<file path="src/inc/hsc_pkg.sv">
// shared constants for the hot-swap channel control block
package hsc_pkg;
    // channel counts
    localparam int unsigned HSC_NUM_SLOT = 2;
    localparam int unsigned HSC_NUM_CH = 4;
    localparam int unsigned HSC_STATUS_W = 8;
    // register numbers used by the host protocol
    localparam logic [3:0] HSC_CFG_REG = 4'h6;
    localparam logic [3:0] HSC_STATUS_REG = 4'h7;
    localparam int unsigned HSC_INTERLOCK_BIT = 7;
    // channel index inside the status register, two bits per channel
    localparam int unsigned HSC_CH_MGMT_A = 0;
    localparam int unsigned HSC_CH_PAYLOAD_A = 1;
    localparam int unsigned HSC_CH_MGMT_B = 2;
    localparam int unsigned HSC_CH_PAYLOAD_B = 3;
    localparam int unsigned HSC_FAULT_POS = 0;
    localparam int unsigned HSC_PG_POS = 1;
    // tri-level address pin states and weights
    localparam logic [1:0] HSC_TRIT_GND = 2'h0;
    localparam logic [1:0] HSC_TRIT_OPEN = 2'h1;
    localparam logic [1:0] HSC_TRIT_INTERNAL_SUPPLY_PIN = 2'h2;
    localparam logic [4:0] HSC_ADDR_COUNT = 5'h1B;
    localparam logic [4:0] HSC_WEIGHT_1 = 5'h03;
    localparam logic [4:0] HSC_WEIGHT_2 = 5'h09;
    // reset values
    localparam logic [7:0] HSC_STATUS_RST = 8'h00;
    localparam logic [1:0] HSC_GATE_RST = 2'h0;
    localparam logic [6:0] HSC_ADDR_BASE_DFLT = 7'h30;
endpackage : hsc_pkg

</file>
<file path="src/design/hsc_addr_decode.sv">
// tri-level address pin decoder
`timescale 1ns/1ps
module hsc_addr_decode
    import hsc_pkg::*;
(
    input wire logic [2:0] addr_sel_above_low,
    input wire logic [2:0] addr_sel_above_high,
    output logic [4:0] addr_code
);
    // one pin: below lower threshold is ground, above upper is tied high, between is open
    function automatic logic [1:0] hsc_trit(input logic above_low, input logic above_high);
        logic [1:0] t;
        t = HSC_TRIT_OPEN;
        if (!above_low) begin
            t = HSC_TRIT_GND;
        end else if (above_high) begin
            t = HSC_TRIT_INTERNAL_SUPPLY_PIN;
        end
        return t;
    endfunction : hsc_trit

    logic [1:0] digit [3];

    // each pin decoded on its own
    genvar gi;
    generate
        for (gi = 0; gi < 3; gi++) begin : g_pin
            assign digit[gi] = hsc_trit(addr_sel_above_low[gi], addr_sel_above_high[gi]);
        end
    endgenerate

    // pin 0 is the lowest digit, pin 2 the highest, giving 27 codes
    always_comb begin
        addr_code = {3'h0, digit[0]} + 5'(HSC_WEIGHT_1 * {3'h0, digit[1]})
                  + 5'(HSC_WEIGHT_2 * {3'h0, digit[2]});
    end
endmodule : hsc_addr_decode

</file>
<file path="src/design/hsc_top.sv">
// channel gating, interlock, status and alert logic of the hot-swap controller
`timescale 1ns/1ps
//
// Summary of operation
// - alert_n goes low when any channel's power good drops or any channel fault rises.
// - alert_n is open drain and pulls low as soon as any of the eight status bits is set.
// - a host read of the status register releases alert_n to high impedance, unless a channel event lands in the same cycle.
// - the status register holds one fault and one power-good bit for each of the four channels.
// - a low oring_enable bit holds that payload channel's block_gate_drive low.
// - whenever pass_gate_drive is commanded off, block_gate_drive is forced low too.
// - a low mgmt_channel_enable turns the management channel off by grounding its gate.
// - a floating mgmt_channel_enable counts as enabled.
// - three address pins choose one of 27 serial slave addresses.
// - each address pin is decoded as ground, tied to the internal supply, or open.
// - address pin 0 is the lowest digit, pin 1 the next, pin 2 the highest.
// - with interlock_disable low, a slot's payload stays off until its management output exceeds 2.85 V.
// - the status register is read only and any set bit drives the alert.
// - clearing payload_enable drives both pass and block gate drives to zero.
module hsc_top
    import hsc_pkg::*;
#(
    parameter logic [6:0] ADDR_BASE = HSC_ADDR_BASE_DFLT
) (
    input wire logic ref_clk,
    input wire logic sys_rst,
    input wire logic [1:0] payload_enable,
    input wire logic [1:0] oring_enable,
    input wire logic interlock_disable,
    input wire logic [1:0] mgmt_channel_enable,
    input wire logic [1:0] mgmt_channel_enable_open,
    input wire logic [1:0] mgmt_output_voltage_ok,
    input wire logic [3:0] channel_fault,
    input wire logic [3:0] power_good,
    input wire logic status_read,
    input wire logic [2:0] addr_sel_above_low,
    input wire logic [2:0] addr_sel_above_high,
    output logic [1:0] pass_gate_drive,
    output logic [1:0] block_gate_drive,
    output logic [1:0] mgmt_gate_drive,
    output logic [7:0] status,
    output logic alert_n_out,
    output logic alert_n_oe_n,
    output logic [6:0] slave_addr
);

    ////////////////////////////////////////////////////////////////////////////////
    // gate drive control

    logic [1:0] next_pass_gate_drive;
    logic [1:0] next_block_gate_drive;
    logic [1:0] next_mgmt_gate_drive;

    // per-slot gating; management channels are indexed by slot, same as payload
    genvar gs;
    generate
        for (gs = 0; gs < 2; gs++) begin : g_slot
            always_comb begin
                // payload waits for the management rail unless the interlock is disabled
                next_pass_gate_drive[gs] = payload_enable[gs]
                    & (interlock_disable | mgmt_output_voltage_ok[gs]);
                // block fet only follows the pass fet, never leads it
                next_block_gate_drive[gs] = next_pass_gate_drive[gs] & oring_enable[gs];
                // an open enable pin is pulled up inside, so it enables
                next_mgmt_gate_drive[gs] = mgmt_channel_enable[gs] | mgmt_channel_enable_open[gs];
            end
        end
    endgenerate

    // registered drives keep the gate pins glitch free when several inputs change at once
    // gate registers; all drives off in reset
    always_ff @(posedge ref_clk) begin
        if (sys_rst) begin
            pass_gate_drive <= HSC_GATE_RST;
            block_gate_drive <= HSC_GATE_RST;
            mgmt_gate_drive <= HSC_GATE_RST;
        end else begin
            pass_gate_drive <= next_pass_gate_drive;
            block_gate_drive <= next_block_gate_drive;
            mgmt_gate_drive <= next_mgmt_gate_drive;
        end
    end

    ////////////////////////////////////////////////////////////////////////////////
    // status register and alert

    logic [3:0] fault_q;
    logic [3:0] pg_q;
    logic [3:0] next_fault_q;
    logic [3:0] next_pg_q;
    logic [7:0] status_set;
    logic [7:0] next_status;
    logic next_alert_n_oe_n;

    // edges rather than levels, so a read is not undone at once by a fault that is still present
    // edge detection on the analog indicators, two status bits per channel
    genvar gc;
    generate
        for (gc = 0; gc < 4; gc++) begin : g_ch
            always_comb begin
                status_set[2 * gc + HSC_FAULT_POS] = channel_fault[gc] & ~fault_q[gc];
                status_set[2 * gc + HSC_PG_POS] = ~power_good[gc] & pg_q[gc];
            end
        end
    endgenerate

    // the read clears, but a fresh event in the same cycle wins so it is not lost
    always_comb begin
        next_fault_q = channel_fault;
        next_pg_q = power_good;
        next_status = (status & ~{HSC_STATUS_W{status_read}}) | status_set;
        next_alert_n_oe_n = ~(|next_status);
    end

    // a channel that stays faulted alerts once per fault edge, not for as long as it stays faulted
    // status and alert registers; pg history starts low so power-up is not an event
    always_ff @(posedge ref_clk) begin
        if (sys_rst) begin
            fault_q <= 4'h0;
            pg_q <= 4'h0;
            status <= HSC_STATUS_RST;
            alert_n_oe_n <= 1'b1;
            alert_n_out <= 1'b0;
        end else begin
            fault_q <= next_fault_q;
            pg_q <= next_pg_q;
            status <= next_status;
            alert_n_oe_n <= next_alert_n_oe_n;
            alert_n_out <= 1'b0; // open drain: only ever drives low
        end
    end

    ////////////////////////////////////////////////////////////////////////////////
    // slave address

    logic [4:0] addr_code;
    logic [6:0] next_slave_addr;

    hsc_addr_decode u_addr_decode (
        .addr_sel_above_low(addr_sel_above_low),
        .addr_sel_above_high(addr_sel_above_high),
        .addr_code(addr_code)
    );

    // no debounce: a strap moved at run time shows up in the address after one edge
    // pins are re-decoded every cycle; straps are expected to stay put
    always_comb begin
        next_slave_addr = ADDR_BASE + {2'h0, addr_code};
    end

    // address register
    always_ff @(posedge ref_clk) begin
        if (sys_rst) begin
            slave_addr <= ADDR_BASE;
        end else begin
            slave_addr <= next_slave_addr;
        end
    end

    ////////////////////////////////////////////////////////////////////////////////
    // assertions

    AST_FAULT_RAISES_ALERT: assert property (@(posedge ref_clk) disable iff (sys_rst)
        (|(channel_fault & ~fault_q)) |=> (alert_n_oe_n == 1'b0))
        else $error("fault rise did not pull the alert low");

    AST_PG_DROP_RAISES_ALERT: assert property (@(posedge ref_clk) disable iff (sys_rst)
        (|(~power_good & pg_q)) |=> (alert_n_oe_n == 1'b0 && status != 8'h00))
        else $error("power good drop did not pull the alert low");

    AST_ALERT_MATCHES_STATUS: assert property (@(posedge ref_clk) disable iff (sys_rst)
        (alert_n_oe_n == 1'b0) == (status != 8'h00) && alert_n_out == 1'b0)
        else $error("alert does not follow the status register");

    AST_READ_RELEASES: assert property (@(posedge ref_clk) disable iff (sys_rst)
        (status_read && status_set == 8'h00) |=> (alert_n_oe_n == 1'b1 && status == 8'h00))
        else $error("status read did not release the alert");

    AST_STATUS_STICKY: assert property (@(posedge ref_clk) disable iff (sys_rst)
        (!status_read && status != 8'h00) |=> ((status & $past(status)) == $past(status)))
        else $error("status bit lost without a read");

    AST_STATUS_NEEDS_EVENT: assert property (@(posedge ref_clk) disable iff (sys_rst)
        1'b1 |=> ((status & ~$past(status) & ~$past(status_set)) == 8'h00))
        else $error("status bit set without a channel event");

    AST_BLOCK_NEEDS_ORING: assert property (@(posedge ref_clk) disable iff (sys_rst)
        (!oring_enable[0]) |=> !block_gate_drive[0])
        else $error("block gate driven with oring disabled");

    AST_BLOCK_FOLLOWS_PASS: assert property (@(posedge ref_clk) disable iff (sys_rst)
        ((block_gate_drive & ~pass_gate_drive) == 2'h0))
        else $error("block gate on while pass gate off");

    AST_DISABLE_BOTH_OFF: assert property (@(posedge ref_clk) disable iff (sys_rst)
        (!payload_enable[1]) |=> (!pass_gate_drive[1] && !block_gate_drive[1]))
        else $error("payload disable left a gate on");

    AST_MGMT_ENABLE: assert property (@(posedge ref_clk) disable iff (sys_rst)
        (!mgmt_channel_enable[0] && !mgmt_channel_enable_open[0]) |=> !mgmt_gate_drive[0])
        else $error("management channel on with enable low");

    AST_MGMT_OPEN: assert property (@(posedge ref_clk) disable iff (sys_rst)
        mgmt_channel_enable_open[1] |=> mgmt_gate_drive[1])
        else $error("open enable pin did not enable the channel");

    AST_INTERLOCK: assert property (@(posedge ref_clk) disable iff (sys_rst)
        (!interlock_disable && !mgmt_output_voltage_ok[0]) |=> !pass_gate_drive[0])
        else $error("payload turned on before the management rail");

    AST_ADDR_RANGE: assert property (@(posedge ref_clk) disable iff (sys_rst)
        ##1 (slave_addr - ADDR_BASE) < {2'h0, HSC_ADDR_COUNT})
        else $error("slave address outside the 27 code range");

    AST_ADDR_WEIGHT: assert property (@(posedge ref_clk) disable iff (sys_rst)
        (addr_sel_above_low == 3'h7 && addr_sel_above_high == 3'h4) |=> (slave_addr == ADDR_BASE + 7'h16))
        else $error("address pin weights wrong");

    AST_EVENT_DURING_READ: assert property (@(posedge ref_clk) disable iff (sys_rst)
        (status_read && status_set != 8'h00) |=> (alert_n_oe_n == 1'b0 && (status & $past(status_set)) != 8'h00))
        else $error("event lost during status read");

endmodule : hsc_top

</file>
<file path="config.mk">
export PLATFORM = sky130hd
export DESIGN_NAME = hsc_top
export DESIGN_NICKNAME = d
export VERILOG_FILES = /design/src/inc/hsc_pkg.sv /design/src/design/hsc_addr_decode.sv /design/src/design/hsc_top.sv
export SDC_FILE = /design/constraint.sdc
export NUM_CORES = 1
export LEC_CHECK = 0
export ABC_CLOCK_PERIOD_IN_PS = 3000
export BUFFER_PORTS_ARGS = -buffer_cell sky130_fd_sc_hd__buf_4
export CORE_MARGIN = 4
export CORE_UTILIZATION = 45
export DETAILED_ROUTE_END_ITERATION = 10
export PLACE_DENSITY = 0.82
export SYNTH_ARGS = -nofsm -noshare
export SYNTH_HDL_FRONTEND = slang
export SYNTH_SLANG_ARGS = --single-unit
</file>
<file path="constraint.sdc">
create_clock -name ref_clk -period 3 [get_ports ref_clk]
set_clock_uncertainty 0.05 [all_clocks]
set_input_delay 0.3 -clock ref_clk [delete_from_list [all_inputs] [get_ports ref_clk]]
set_output_delay 0.3 -clock ref_clk [all_outputs]
set_load 0.03 [all_outputs]
</file>
Word level (Yosys, flattened, before mapping)
Index checks and enable logic that the tools add are counted.
{"block": "totals", "ramBits": 0, "regBits": 30, "latchBits": 0, "rom_bits": 0, "n_memories": 0}
{"block": "classes", "n_lt_le_gt_ge": 0, "eq_ne": 0, "mul": 2, "n_shift": 0, "n_reduce_logical": 1, "mux": 6, "div_mod_pow": 0, "bitwise": 28, "add_sub_neg": 3}
{"op": "1-bit bitwise AND", "count": 12}
{"op": "2-bit two-way mux", "count": 6}
{"op": "1-bit NOT", "count": 9}
{"op": "8-bit bitwise AND", "count": 1}
{"op": "8-bit NOT", "count": 1}
{"op": "8-bit bitwise OR", "count": 1}
{"op": "8-bit OR reduction", "count": 1}
{"op": "6-bit by 5-bit adder with 7-bit output (first input constant)", "count": 1}
{"op": "2-bit by 4-bit adder with 5-bit output", "count": 1}
{"op": "5-bit adder", "count": 1}
{"op": "4-bit by 2-bit multiplier with 5-bit output (first input constant)", "count": 1}
{"op": "2-bit by 2-bit multiplier with 4-bit output (first input constant)", "count": 1}
{"op": "1-bit bitwise OR", "count": 4}

Longest topological paths before layout
{"block": "logic_depth", "depth_word": 6, "depth_mapped": 8, "depth_no_buf": 8}

Cells and area by module
From an unflattened synthesis, not the netlist that was laid out.
{"block": "unflattened", "hier_cells": 113, "area_unflattened_um2": 1168.6}
{"module": "hsc_top", "n_inst": 1, "area_per_inst_um2": 943.4, "seq_area_each_um2": 580.6, "cells_per_inst": 87}
{"module": "hsc_addr_decode", "n_inst": 1, "area_per_inst_um2": 225.2, "seq_area_each_um2": 0.0, "cells_per_inst": 26}

Least setup slack after synthesis
Ideal clock, no wire load.
{"block": "synth_timing", "path_type": "input -> register", "from": "input addr_sel_above_high[1]", "to": "register slave_addr[5]", "stages": 8, "path_slack_ps": 472, "arrival_ps": 2358, "path_cell_list": "nand2b_1 > fa_1 > inv_1 > fa_1 > fa_1 > a31oi_1 > xnor2_1 > or2_1"}
{"block": "synth_via", "elab_chain_cells": 6}
{"item": "from (decl)", "line_no": "hsc_top.sv:36", "rtl": "input wire logic [2:0] addr_sel_above_high,"}
{"item": "2-bit two-way mux", "line_no": "hsc_addr_decode.sv:16", "rtl": "end else if (above_high) begin"}
{"item": "2-bit two-way mux", "line_no": "hsc_addr_decode.sv:14", "rtl": "if (!above_low) begin"}
{"item": "2-bit by 2-bit multiplier with 4-bit output", "line_no": "hsc_addr_decode.sv:34", "rtl": "addr_code = {3'h0, digit[0]} + 5'(HSC_WEIGHT_1 * {3'h0, digit[1]})"}
{"item": "2-bit by 4-bit adder with 5-bit output", "line_no": "hsc_addr_decode.sv:34"}
{"item": "5-bit adder", "line_no": "hsc_addr_decode.sv:35", "rtl": "+ 5'(HSC_WEIGHT_2 * {3'h0, digit[2]});"}
{"item": "6-bit by 5-bit adder with 7-bit output", "line_no": "hsc_top.sv:147", "rtl": "next_slave_addr = ADDR_BASE + {2'h0, addr_code};"}
{"item": "to (signal assigned)", "line_no": "hsc_top.sv:155", "rtl": "slave_addr <= next_slave_addr;"}
{"item": "to (decl)", "line_no": "hsc_top.sv:43", "rtl": "output logic [6:0] slave_addr"}
No other way between the ends.
A chain may end at the register's enable or synchronous reset.

Worst setup path in the final report
Ends and elaborated chain as after synthesis.

==> summary.md <==
| Metric | Value |
|---|---|
| RSZ-0062 raised after global routing | `no` |
| Fin Hold WS | `137 ps` |
| DP HPWL | `2000 um` |
| Power per cell area | `525 nW/um^2` |
| Hold buffers post-CTS | `0` |
| First-pass GRT wire length | `3960 um` |
| CTS clk-pin slew, worst paths | `80 ps` |
| Vias per cell | `4.82` |
| Total power draw | `0.000834 W` |
| Leakage power | `0.771 nW` |
| Data arrival time of the worst path | `2590 ps` |
| Worst hold path class | `in2reg` |
| Final Hold Vio Count | `0` |
| Tot GR Track Use | `15.9%` |
| Largest stage delay on the critical path | `550 ps` |
| Initial Util | `46.9%` |
| Via Count | `944` |
| Most used cell, CP | `fa_1` |
| FMAX | `411 MHz` |
| TritonCTS clock tree | `yes` |
| Total negative slack | `0 ps` |
| Die H | `58.6 um` |
| DRT iter0 DRCs | `33` |
| Sequential area share after synthesis | `50.4%` |
| GR peak layer | `met2` |
| Post-synth net total | `149` |
| Total clock sinks | `29` |
| Final Critical Period | `2430 ps` |
| Yosys cell types | `24` |
| Crit-path max FO | `2` |
| CP Cell Sequence | `buf_4 -> nand2b_1 -> fa_1 -> inv_1 -> fa_1 -> fa_1 -> a31oi_1 -> xnor2_1 -> or2_1` |
| Final setup fails | `0` |
| Pre-CTS setup slack | `214 ps` |
| Num CTS Buffers | `5` |
| Routed Wire Length | `2550 um` |
| Critical Path RT | `3160 ps` |
| Total die area | `3430 um^2` |
| Ant. Diodes | `0` |
| Met2 Usage GRT | `30.0%` |
| Adder-Cell Fraction of Synth Area | `10.2%` |
| Synth warn | `0` |
| Met1 Track Usage GR | `14.6%` |
| Antenna violations before repair | `0` |
| Kind of critical path | `in2reg` |
| Core Util, Final | `64.6%` |
| Root Buffer | `clkbuf_4` |
| Met3 usage | `5.04%` |
| Port buffer count | `49` |
| Vias in the first global route | `953` |
| Worst-skew pair later-pin latency | `320 ps` |
| Drt first pass iters | `4` |
| Nets | `201` |
| Routability congestion estimate | `0.726` |
| Syn_area_per_cell | `10.1 um^2` |
| Post-Syn Area | `1150 um^2` |
| Max_cap viols | `0` |
| Ports | `51` |
| Status | `complete, no violations` |
| Cells after Synth | `114` |
| Peak supply drop | `304 uV` |
| DR DRC count | `0` |
| Grt total ovfl | `0` |
| CTS resizes | `0` |
| Post-synthesis mux area share | `0%` |
| Post-Synth XOR/XNOR Area | `1.52%` |
| Post-Synth Simple-Gate Area | `23.5%` |
| Setup bufs post-CTS | `0` |
| Clock Tree Buf Depth | `2` |
| Routed len/inst | `13.0 um` |
| Worst path slowest cell | `fa_1` |
| Htree depth | `2` |
| CP endpoint kind | `register` |
| Remaining antenna violation count | `0` |
| Startpoint types | `input port` |
| Main combinational cell family by area after synthesis | `simple AND/OR/NAND/NOR gates` |
| Layout cells sized above 1 | `36.1%` |
| Slew Limit Fails | `0` |
| Min setup slack post-route | `569 ps` |
| # rows | `18` |
| DIE WIDTH | `58.6 um` |
| Largest net degree at the start of global routing | `26` |
| Compound-Gate Fraction of Synth Area | `8.91%` |
| Yosys reg bits | `29` |
| Fin crit share | `81.0%` |
| Core area | `2450 um^2` |
| Area grow syn2layout | `37.8%` |
-- placed cells by master (no fill, tap or decap) --
master    instances
a31oi_1           1
buf_4            49
inv_2             2
xnor2_1           2
dfxtp_1          29
or3_4             1
o211a_1           2
nor2b_1          11
nand2_1           3
nand2b_1         18
clkbuf_1          1
nor4_1            2
conb_1            1
o31ai_2           1
clkbuf_4          5
nand4_1           2
or2_1             1
nor2_1            6
o21ai_0           1
inv_1             7
and2_1            2
a21oi_2           1
ha_1              3
a21oi_1          10
fa_1              4
clkbuf_8          1
-- synthesized netlist by cell type, drive strengths merged --
cell,count,share of area [%]
dfxtp,29,50
or2,1,0.54
nor2,6,2.0
buf,4,2.2
nand2b,18,9.8
fa,4,7.0
or3,1,0.98
and2,2,1.1
nor2b,11,6.0
xnor2,2,1.5
nor4,2,1.1
conb,1,0.33
o211a,2,1.7
nand4,2,1.1
ha,3,3.3
nand2,3,0.98
a31oi,1,0.54
a21oi,11,5.1
inv,9,2.9
o21ai,1,0.43
o31ai,1,1.1
-- path summary, 6_finish.rpt --
path / depth (start not counted) / end / slack (ps) / startpoint
max: 9 / slave_addr[5]$_SDFF_PP1_ / 570 / addr_sel_above_high[1]
min: 3 / mgmt_gate_drive[1]$_SDFF_PP0_ / 140 / mgmt_channel_enable[1]
max reg2reg: 3 / alert_n_oe_n$_SDFF_PP1_ / 1840 / status[6]$_SDFF_PP0_
min reg2reg: 2 / status[1]$_SDFF_PP0_ / 440 / pg_q[0]$_SDFF_PP0_
-- power breakdown --
| part | internal (W) | switching [W] |
|---|---|---|
| clock network | 0.000110 | 0.000122 |
| logic | 0.0000818 | 0.0000989 |
| registers | 0.000410 | 0.0000101 |
| total | 0.000603 | 0.000231 |
-- layer usage --
layer	wire [um]	vias up
met2	1360	38
met5	0	-
li1	-	468
met4	67	0
met1	874	431
met3	252	7
-- logic make-up (layout without fill, tap and decap cells) --
kind of cell	Yosys count	count (layout)
and+or+nand+nor	46	46
buffers and inverters	13	65
other	1	1
adders and majority gates	7	7
DFF	29	29
AOI/OAI and AO/OA	16	16
xor gates and xnor gates	2	2
-- critical path: cells and delay by family --
family | cells | cell delay (ps)
AOI/OAI and AO/OA | 1 | 220
xor gates and xnor gates | 1 | 110
adders and majority gates | 3 | 1400
buffers and inverters | 2 | 160
and+or+nand+nor | 2 | 400
-- sequential cells by signal, indices dropped and copies added (netlist names) --
signal            cells
alert_n_oe_n          1
pass_gate_drive       2
mgmt_gate_drive       2
fault_q               4
block_gate_drive      2
status                8
pg_q                  4
slave_addr            6
-- through the flow --
step                instance area (um^2)  cells
floorplan                           1150    114
global placement                    1530    189
detailed placement                  1530    189
CTS                                 1590    196
global route                        1590    196
finish                              1590    196
-- layout make-up --
type | count | area [um^2]
fill | 216 | 868
sequential | 29 | 581
multi-input combinational | 72 | 512
timing repair buffer | 49 | 368
clock buffer | 7 | 55.1
tap | 30 | 37.5
inverter | 9 | 33.8
Power figures use the tool's default switching activity.
